### config.mk
export PLATFORM = sky130hd
export DESIGN_NAME = reset_park_test_strap_ctrl
export DESIGN_NICKNAME = d
export VERILOG_FILES = /design/src/shared/reset_park_pkg.sv /design/src/shared/strap_if.sv /design/src/core/reset_park_test_strap_ctrl.sv /design/src/core/strap_latch.sv
export SDC_FILE = /design/constraint.sdc
export NUM_CORES = 1
export LEC_CHECK = 0
export ABC_AREA = 0
export ABC_CLOCK_PERIOD_IN_PS = 2400
export BUFFER_PORTS_ARGS = -buffer_cell sky130_fd_sc_hd__buf_2
export CAP_MARGIN = 20
export CELL_PAD_IN_SITES_DETAIL_PLACEMENT = 1
export CELL_PAD_IN_SITES_GLOBAL_PLACEMENT = 2
export CORE_MARGIN = 5
export CORE_UTILIZATION = 37
export CTS_CLUSTER_SIZE = 12
export DETAILED_ROUTE_END_ITERATION = 6
export GPL_TIMING_DRIVEN = 1
export PLACE_DENSITY_LB_ADDON = 0.1
export SYNTH_ARGS = -nofsm -noshare
export SYNTH_HDL_FRONTEND = slang
export SYNTH_HIERARCHICAL = 1
export SYNTH_SLANG_ARGS = --single-unit
### constraint.sdc
create_clock -name clk_sys_i -period 2.4 [get_ports clk_sys_i]
set_input_delay 0.36 -clock clk_sys_i [delete_from_list [all_inputs] [get_ports clk_sys_i]]
set_output_delay 0.36 -clock clk_sys_i [all_outputs]
set_load 0.05 [all_outputs]
### src/shared/reset_park_pkg.sv
package reset_park_pkg;
    // system clock rate and period
    localparam int CLK_HZ = 40000000;
    localparam int CLK_PERIOD_NS = 25;
    // strap sampling delay after reset release, in nanoseconds
    localparam int STRAP_DELAY_NS = 1500;
    // sampling delay in clock cycles, at least one
    localparam int STRAP_DELAY_CYC =
        (STRAP_DELAY_NS + CLK_PERIOD_NS - 1) / CLK_PERIOD_NS;
    // number of test strap pins
    localparam int STRAP_PINS = 8;
    // strap pin that becomes the first trigger output
    localparam int TRIG_PIN = 4;
    // fast park request hold, in cycles, before park done is reported
    localparam int PARK_CYC = 16;
    // reset values
    localparam logic [7:0] STRAP_RST = 8'h00;
    localparam logic [7:0] STRAP_OE_RST = 8'h00;
    // sequencer states, one-hot
    typedef enum logic [3:0] {
        ST_RESET  = 4'h1,
        ST_WAIT   = 4'h2,
        ST_CONFIG = 4'h4,
        ST_RUN    = 4'h8
    } seq_state_e;
endpackage

### src/shared/strap_if.sv
// strap sample handshake between the sequencer and the strap latch
interface strap_if #(parameter int WIDTH = 8);
    logic sample;            // one-cycle sample strobe
    logic clear;             // drops the latched value
    logic [WIDTH-1:0] pins;  // synchronised strap levels
    logic [WIDTH-1:0] value; // latched test-mode selection
    logic held;              // a sample has been taken
    modport ctrl (output sample, output clear, output pins,
                  input value, input held);
    modport latch (input sample, input clear, input pins,
                   output value, output held);
endinterface

### src/core/reset_park_test_strap_ctrl.sv
module reset_park_test_strap_ctrl #(
    parameter int STRAP_PINS = reset_park_pkg::STRAP_PINS
) (
    // clock and power-on reset
    input wire logic clk_sys_i,
    input wire logic rst_n_i,
    // companion chip controls
    input wire logic fast_park_n_i,
    input wire logic factory_test_enable_i,
    input wire logic scan_port_reset_n_i,
    // test strap pins
    input wire logic [STRAP_PINS-1:0] test_strap_pin_i,
    output logic [STRAP_PINS-1:0] test_strap_pin_o,
    output logic [STRAP_PINS-1:0] test_strap_pin_oe_o,
    // trigger from the pattern engine
    input wire logic trigger_output_one_i,
    // status toward the rest of the controller
    output logic config_start_o,
    output logic config_active_o,
    output logic running_o,
    output logic test_mode_o,
    output logic [STRAP_PINS-1:0] strap_value_o,
    output logic park_request_o,
    output logic park_done_o
);
    // reset release synchroniser
    logic rst_meta;
    logic rst_sync_n;
    // pin synchronisers
    logic [STRAP_PINS-1:0] strap_meta;
    logic [STRAP_PINS-1:0] strap_sync;
    logic [1:0] park_meta;
    logic park_sync_n;
    logic [1:0] trig_pipe;
    // sequencer state and counters
    reset_park_pkg::seq_state_e state;
    reset_park_pkg::seq_state_e next_state;
    logic [7:0] delay_cnt;
    logic [4:0] park_cnt;
    logic cfg_done;
    // handshake to the strap latch
    strap_if #(.WIDTH(STRAP_PINS)) st ();

    // reset released through two flops, asserted at once
    // a synchronous release keeps flops from leaving reset on skewed edges
    always_ff @(posedge clk_sys_i or negedge rst_n_i) begin
        if (!rst_n_i) begin
            rst_meta <= 1'b0;
            rst_sync_n <= 1'b0;
        end else begin
            rst_meta <= 1'b1;
            rst_sync_n <= rst_meta;
        end
    end

    // strap levels through two flops
    always_ff @(posedge clk_sys_i or negedge rst_sync_n) begin
        if (!rst_sync_n) begin
            strap_meta <= reset_park_pkg::STRAP_RST;
            strap_sync <= reset_park_pkg::STRAP_RST;
        end else begin
            strap_meta <= test_strap_pin_i;
            strap_sync <= strap_meta;
        end
    end

    // fast park level through two flops, idle high
    always_ff @(posedge clk_sys_i or negedge rst_sync_n) begin
        if (!rst_sync_n) begin
            park_meta <= 2'h3;
        end else begin
            park_meta <= {park_meta[0], fast_park_n_i};
        end
    end
    // second flop only: low while the supervisor asks for a park
    assign park_sync_n = park_meta[1];

    // pins for the latch, strobes from the sequencer
    assign st.pins = strap_sync;
    assign st.clear = (state == reset_park_pkg::ST_RESET);
    assign st.sample = (state == reset_park_pkg::ST_WAIT) &&
        (delay_cnt == 8'(reset_park_pkg::STRAP_DELAY_CYC - 1));

    strap_latch #(.WIDTH(STRAP_PINS)) u_latch (
        .clk_sys_i(clk_sys_i),
        .rst_n_i(rst_sync_n),
        .st(st)
    );

    // sequencer next state
    always_comb begin
        next_state = state;
        case (state)
            // one cycle here after release, then start waiting
            reset_park_pkg::ST_RESET: begin
                next_state = reset_park_pkg::ST_WAIT;
            end
            // wait for the strap sample strobe
            reset_park_pkg::ST_WAIT: begin
                if (st.sample) begin
                    next_state = reset_park_pkg::ST_CONFIG;
                end
            end
            // configuration ends once the sample is held
            reset_park_pkg::ST_CONFIG: begin
                if (cfg_done) begin
                    next_state = reset_park_pkg::ST_RUN;
                end
            end
            // stay running until the next reset
            reset_park_pkg::ST_RUN: begin
                next_state = reset_park_pkg::ST_RUN;
            end
            // illegal code: restart from the reset state
            default: begin
                next_state = reset_park_pkg::ST_RESET;
            end
        endcase
    end

    // sequencer state register
    always_ff @(posedge clk_sys_i or negedge rst_sync_n) begin
        if (!rst_sync_n) begin
            state <= reset_park_pkg::ST_RESET;
        end else begin
            state <= next_state;
        end
    end

    // counts cycles from release to the strap sample
    // cleared outside waiting, so a fresh reset always restarts it
    always_ff @(posedge clk_sys_i or negedge rst_sync_n) begin
        if (!rst_sync_n) begin
            delay_cnt <= 8'h00;
        end else if (state == reset_park_pkg::ST_WAIT) begin
            delay_cnt <= delay_cnt + 8'h01;
        end else begin
            delay_cnt <= 8'h00;
        end
    end

    // configuration takes one cycle after the sample lands
    assign cfg_done = st.held;

    // strap pins: undriven in reset and before the sample
    // the board pulls decide the sample while the pins are undriven
    always_ff @(posedge clk_sys_i or negedge rst_sync_n) begin
        if (!rst_sync_n) begin
            test_strap_pin_oe_o <= reset_park_pkg::STRAP_OE_RST;
            test_strap_pin_o <= reset_park_pkg::STRAP_RST;
        end else if (st.held) begin
            // from the sample on every strap pin is driven
            test_strap_pin_oe_o <= '1;
            test_strap_pin_o <= reset_park_pkg::STRAP_RST;
            test_strap_pin_o[reset_park_pkg::TRIG_PIN] <=
                trig_pipe[1];
        end
    end

    // trigger delayed to line up with the pin driver
    // gated by running so nothing reaches pin four during start-up
    always_ff @(posedge clk_sys_i or negedge rst_sync_n) begin
        if (!rst_sync_n) begin
            trig_pipe <= 2'h0;
        end else begin
            trig_pipe <= {trig_pipe[0], trigger_output_one_i && running_o};
        end
    end

    // status outputs, all inactive in reset
    // each status bit is a flop of its own, so none can glitch
    always_ff @(posedge clk_sys_i or negedge rst_sync_n) begin
        if (!rst_sync_n) begin
            config_start_o <= 1'b0;
            config_active_o <= 1'b0;
            running_o <= 1'b0;
            test_mode_o <= 1'b0;
            strap_value_o <= reset_park_pkg::STRAP_RST;
        end else begin
            config_start_o <= (state == reset_park_pkg::ST_RESET);
            config_active_o <= (state != reset_park_pkg::ST_RUN);
            running_o <= (state == reset_park_pkg::ST_RUN);
            test_mode_o <= |st.value;
            strap_value_o <= st.value;
        end
    end

    // fast park: request while low, done after a fixed hold
    always_ff @(posedge clk_sys_i or negedge rst_sync_n) begin
        if (!rst_sync_n) begin
            park_request_o <= 1'b0;
            park_done_o <= 1'b0;
            park_cnt <= 5'h00;
        end else if (!park_sync_n) begin
            park_request_o <= 1'b1;
            // count the hold, then stay at the last count
            if (park_cnt == 5'(reset_park_pkg::PARK_CYC)) begin
                park_done_o <= 1'b1;
            end else begin
                park_cnt <= park_cnt + 5'h01;
            end
        end else begin
            // request gone: clear both and restart the count
            park_request_o <= 1'b0;
            park_done_o <= 1'b0;
            park_cnt <= 5'h00;
        end
    end
endmodule

### src/core/strap_latch.sv
// holds the strap sample taken once per reset release
module strap_latch #(
    parameter int WIDTH = 8
) (
    // clock and synchronised reset
    input wire logic clk_sys_i,
    input wire logic rst_n_i,
    // sequencer side
    strap_if.latch st
);
    // capture once, keep until the next reset
    always_ff @(posedge clk_sys_i or negedge rst_n_i) begin
        if (!rst_n_i) begin
            st.value <= reset_park_pkg::STRAP_RST;
            st.held <= 1'b0;
        end else if (st.clear) begin
            st.value <= reset_park_pkg::STRAP_RST;
            st.held <= 1'b0;
        end else if (st.sample && !st.held) begin
            st.value <= st.pins;
            st.held <= 1'b1;
        end
    end
endmodule

# == Word-level counts from Yosys, hierarchy flattened ==
# Index checks and enable logic that the tools add are counted.
# totals
reg_bits,64
input_bits,14
output_inout_bits,30
wordCells,53
# classes
addsub,2
n_eq_ne,10
muxes,13
n_reduce_logical,8
# ops
cell,n
2-to-1 mux 8 bit,3
case mux 4 bit (4 select lines),1
2-to-1 mux 5 bit,2
"adder 8 x 1 -> 8 bit, second input constant",1
"== test 8 x 6 -> 1 bit, second input constant",1
2-to-1 mux 4 bit,2
OR reduction 8 bit,1
"adder 5 x 1 -> 5 bit, second input constant",1
"== test 5 bit, second input constant",1
2-to-1 mux 1 bit,5
"== test 4 x 1 -> 1 bit, second input constant",1
"== test 4 x 2 -> 1 bit, second input constant",1
"== test 4 x 3 -> 1 bit, second input constant",1
"== test 4 bit, second input constant",1
"!= test 2 x 1 -> 1 bit, second input constant",2
"!= test 4 bit, second input constant",1
nonzero test 2 bit,2
logical AND 1 bit,3
"!= test 2 bit, second input constant",1
AND reduction 2 bit,1
logical NOT 1 bit,1

# == Depth between registers and ports, before layout ==
# logic_depth
depth_word,5
ltp_mapped,6
mapped_depth_nobuf,6

# == By module ==
# Netlist, hierarchy kept.
# modules_own_cells
module,n_inst,cells_each,area_each_um2,seq_area_each_um2
reset_park_test_strap_ctrl,1,141,1938.1,1380.1
strap_latch,1,37,456.7,225.2

# == Worst setup path before layout ==
# OpenSTA, ideal clock, no wires.
# synth_path
path_type,register to register
from,register delay_cnt[0]
to,register u_latch.st.value[0]
setup_time_ns,0.121
arrival_time_ns,1.827
required_ns,2.279
slack_ns,0.452
stages_incl_launch_ff,7
path_buffers,0
synth_period_minus_slack_ns,1.948
path_cell_list,dfrtp_1 ha_1 nand4_1 or4_1 nor2_1 and2b_4 o21ai_2
# synth_via
elab_chain_cells,4
# synth_rtl
item,line,source
"start, declared",reset_park_test_strap_ctrl.sv:38,logic [7:0] delay_cnt;
"start signal, assigned",reset_park_test_strap_ctrl.sv:136,delay_cnt <= delay_cnt + 8'h01;
== test 8 x 6 -> 1 bit,reset_park_test_strap_ctrl.sv:82,(delay_cnt == 8'(reset_park_pkg::STRAP_DELAY_CYC - 1));
logical AND 1 bit,reset_park_test_strap_ctrl.sv:81,assign st.sample = (state == reset_park_pkg::ST_WAIT) &&
named net st.sample,strap_if.sv:3,logic sample;
logical AND 1 bit,strap_latch.sv:19,end else if (st.sample && !st.held) begin
nonzero test 2 bit (no line),--,
"end signal, assigned",strap_latch.sv:14,st.value <= reset_park_pkg::STRAP_RST;
"end signal, assigned",strap_latch.sv:17,st.value <= reset_park_pkg::STRAP_RST;
"end signal, assigned",strap_latch.sv:20,st.value <= st.pins;
"end, declared",strap_if.sv:11,"output value, output held);"
# The timed path passes the listed nets, and every way through them passes these cells.
# A chain may end at the register's enable or synchronous reset.

# == Final worst setup path ==
# layout_path
from,register state[3]
to,register u_latch.st.value[5]
# layout_via
elab_chain_cells,4
word_cells_on_any_way,6
classes_between,2 x eq/ne; 1 x mux; 3 x reduce/logical
# layout_rtl
item,line,source
"start, declared",reset_park_test_strap_ctrl.sv:36,reset_park_pkg::seq_state_e state;
"start signal, assigned",reset_park_test_strap_ctrl.sv:124,state <= reset_park_pkg::ST_RESET;
"start signal, assigned",reset_park_test_strap_ctrl.sv:126,state <= next_state;
== test 4 x 2 -> 1 bit,reset_park_test_strap_ctrl.sv:81,
logical AND 1 bit,reset_park_test_strap_ctrl.sv:81,
named net st.sample,strap_if.sv:3,
logical AND 1 bit,strap_latch.sv:19,
nonzero test 2 bit (no line),--,
# The timed path passes the listed nets, and every way through them passes these cells.

==> impl_metrics.tcl <==
set metrics [dict create \
    status "complete, no violations" \
    dieHeight_um 90.5 \
    min_path_cells 1 \
    path_buf_inv 1 \
    synth_seq_cells 64 \
    hold_viol 0 \
    drc 0 \
    syn_inst 178 \
    globalplace.congestion 0.720 \
    vias 1373 \
    start_kind "flip-flop" \
    finalCritPeriodShare 0.766 \
    max_freq_mhz 544 \
    final.min_clock_period_ns 1.84 \
    h-tree-depth 3 \
    crit_path_max_fanout 9 \
    synth.most_common_cell "dfrtp_1" \
    powerDensity_mw_per_mm2 747 \
    start_util 0.379 \
    wl_per_cell_um 14.1 \
    cts_root_buf "clkbuf_8" \
    required_ns 2.65 \
    first_pass_iters 4 \
    slew_viol_final 0 \
    yosys.cell_types.count 36 \
    wl_um 4200 \
    coreArea_mm2 0.00631 \
    clk_latency_ns 0.32 \
    synth.avg_cell_area_um2 13.5 \
    r2r_setup_slack_ns 0.56 \
    ys_warn_count 6 \
    grt_antenna_before_repair 0 \
    ys_async_sr_fraction 1.00 \
    synth_area_leaders "dfrtp_1, buf_4, nand4bb_1" \
    hold_path_end "strap_meta[3]" \
    viasPerCell 4.59 \
    finClkSkew_ns 0.00684 \
    p_sw_frac 0.213 \
    synthFlopType "dfrtp_1" \
    cellLeakagePower_nw 1.36 \
    synth_commonest_cells "dfrtp_1, buf_4, nor2_1" \
    slowest_delay_ns 0.72 \
    die_x_um 90.5 \
    grt_max_degree 43 \
    worst_setup_path_end_kind "flip-flop" \
    drt_iter0_markers 34 \
    power_mw 2.10 \
    cp.arrival_ns 2.09 \
    grt_pass1_vias 1532 \
    worstHoldStart "test_strap_pin_i[3]" \
    seqPwrFrac 0.533 \
    yosysTopAreaCell "dfrtp_1" \
    die_area_mm2 0.00818 \
    yosysTopAreaCellShare 0.637 \
    diodes 0 \
    cap_violations 0 \
    p_clk_frac 0.435 \
    ctsResizeCount 0 \
    switchingPower_mw 0.448 \
    num_rows 29 \
    criticalPathCategory "reg2reg" \
    clockBufferDepth 2 \
    drive_gt1_frac 0.311 \
    overflow 0 \
    area_growth_pct 17.6 \
    p_int_mw 1.65 \
    hp-class "in2reg" \
    ant_nets 0 \
    worstReg2RegEnd "u_latch/st.value[5]" \
    fin_nets 234 \
    seq_area_frac_synth 0.670 \
    syn_area_mm2 0.00239 \
    crit_chain "or4b_1 -> nor2_1 -> buf_4 -> nand4bb_1 -> o21ai_2" \
    cts_tree "done" \
    grt_pass1_wl_um 7370 \
    cts.sinks 64 \
    path_clk_slew_ns 0.07 \
    worst_path_max_delay_cell "or4b_1" \
    port_buffers 34 \
    rsz0062_at_grt "false" \
    numCtsBuffers 9 \
    setup-tns-final_ns 0 \
    io-pin-count 44 \
    finalSetupViolations 0 \
    nFillCells 681 \
    rr_worst_depth 5 \
    synth-edff-count 0 \
    pwr-share-comb 0.032 \
    crit_family "simple AND/OR/NAND/NOR gates" \
    irDropWorstVdd_v 0.000297 \
    r2r_start "state[3]" \
    grtUsageTotal 0.111 \
    hpwl_um 2970 \
]
## registers in the layout (all words and copies together) (netlist names), 2 cells and up
signal and count:
trig_pipe 2, strap_value_o 8, st.pins 8, strap_meta 8, park_meta 2, u_latch/st.value 8, state 4, park_cnt 5
delay_cnt 8
## area by class of cell
cell class | count | area (um2) | area share
Timing Repair Buffer | 38 | 215 | 0.0764
Clock inverter | 3 | 40.0 | 0.0142
Sequential cell | 64 | 1610 | 0.571
Multi-Input combinational cell | 99 | 679 | 0.241
Inverter | 5 | 18.8 | 0.00667
Clock buffer | 13 | 159 | 0.0564
Tap cell | 77 | 96.3 | 0.0342
## timing repair
action,4_1_cts,5_1_grt
hold endpoints to repair,2,0
setup buffers,0,0
hold buffers,1,0
## cell usage in the layout (no fill, tap or decap), types with 2 or more instances in the layout
master     Yosys  routed
a21oi_1        4       4
and2_1         2       2
buf_2          0      34
buf_4         14       2
clkbuf_1       1       2
clkbuf_8       0      11
clkinv_2       0       2
conb_1         2       8
dfrtp_1       61      60
dfstp_2        3       3
ha_1           3       3
inv_1          5       5
nand2_1        4       4
nand2b_1       8       8
nand3_1        5       5
nand4_1        2       2
nand4bb_1      8       8
nor2_1        14      14
nor2b_1        2       2
nor3_1         2       2
nor4_1         2       2
o21ai_0        4       4
o21ai_2        8       8
or3_1          3       3
xnor2_1        4       4
xor2_1         3       3
## cell families (layout without fill, tap and decap cells)
family | count (synthesis) | count (layout) | share of synthesized area
AND/OR/NAND/NOR | 59 | 59 | 0.157
buffers and inverters | 21 | 59 | 0.0580
adder cells (fa/ha/maj) | 3 | 3 | 0.0157
flip-flops | 64 | 64 | 0.670
multiplexers | 2 | 2 | 0.00888
XOR/XNOR | 7 | 7 | 0.0256
other | 2 | 8 | 0.00314
AO/OA/AOI/OAI | 20 | 20 | 0.0617
## stage by stage
step           worst slack, ns  hold slack [ns]  cells  instance area, um2  utilization
2_1_floorplan            0.452           0.0644    184                2420            -
3_3_place_gp             0.584            0.144    282                2610        0.413
3_5_place_dp             0.541            0.147    282                2610        0.413
4_1_cts                  0.530            0.120    299                2820        0.446
5_1_grt                  0.447            0.116    299                2820        0.446
6_report                 0.562            0.137    299                2820        0.446
## metal layers
| layer | up-vias | GRT usage | wire, um |
|---|---|---|---|
| met1 | 679 | 0.144 | 1940 |
| met2 | 31 | 0.170 | 1990 |
| met5 | - | 0 | 0 |
| li1 | 655 | - | - |
| met4 | 0 | 0.0583 | 76 |
| met3 | 8 | 0.0300 | 189 |
## power by group through the flow
stage          registers, mW  logic (mW)  clock network, mW
2_1_floorplan           1.15      0.0431                  0
3_3_place_gp            1.14      0.0647                  0
3_5_place_dp            1.14      0.0684                  0
4_1_cts                 1.12      0.0696              0.946
5_1_grt                 1.12      0.0754              0.992
6_report                1.12      0.0675              0.915
## worst max path at each step
stage | from | endpoint | slack, ns | cells after the start
global placement | delay_cnt[0] | u_latch/st.value[0] | 0.58 | 6
detailed placement | state[3] | u_latch/st.value[1] | 0.54 | 5
finish | state[3] | u_latch/st.value[5] | 0.56 | 5
global route | state[3] | u_latch/st.value[7] | 0.45 | 5
CTS | state[3] | u_latch/st.value[1] | 0.53 | 5
floorplan | delay_cnt[0] | u_latch/st.value[0] | 0.45 | 6
Power figures use the tool's default switching activity.
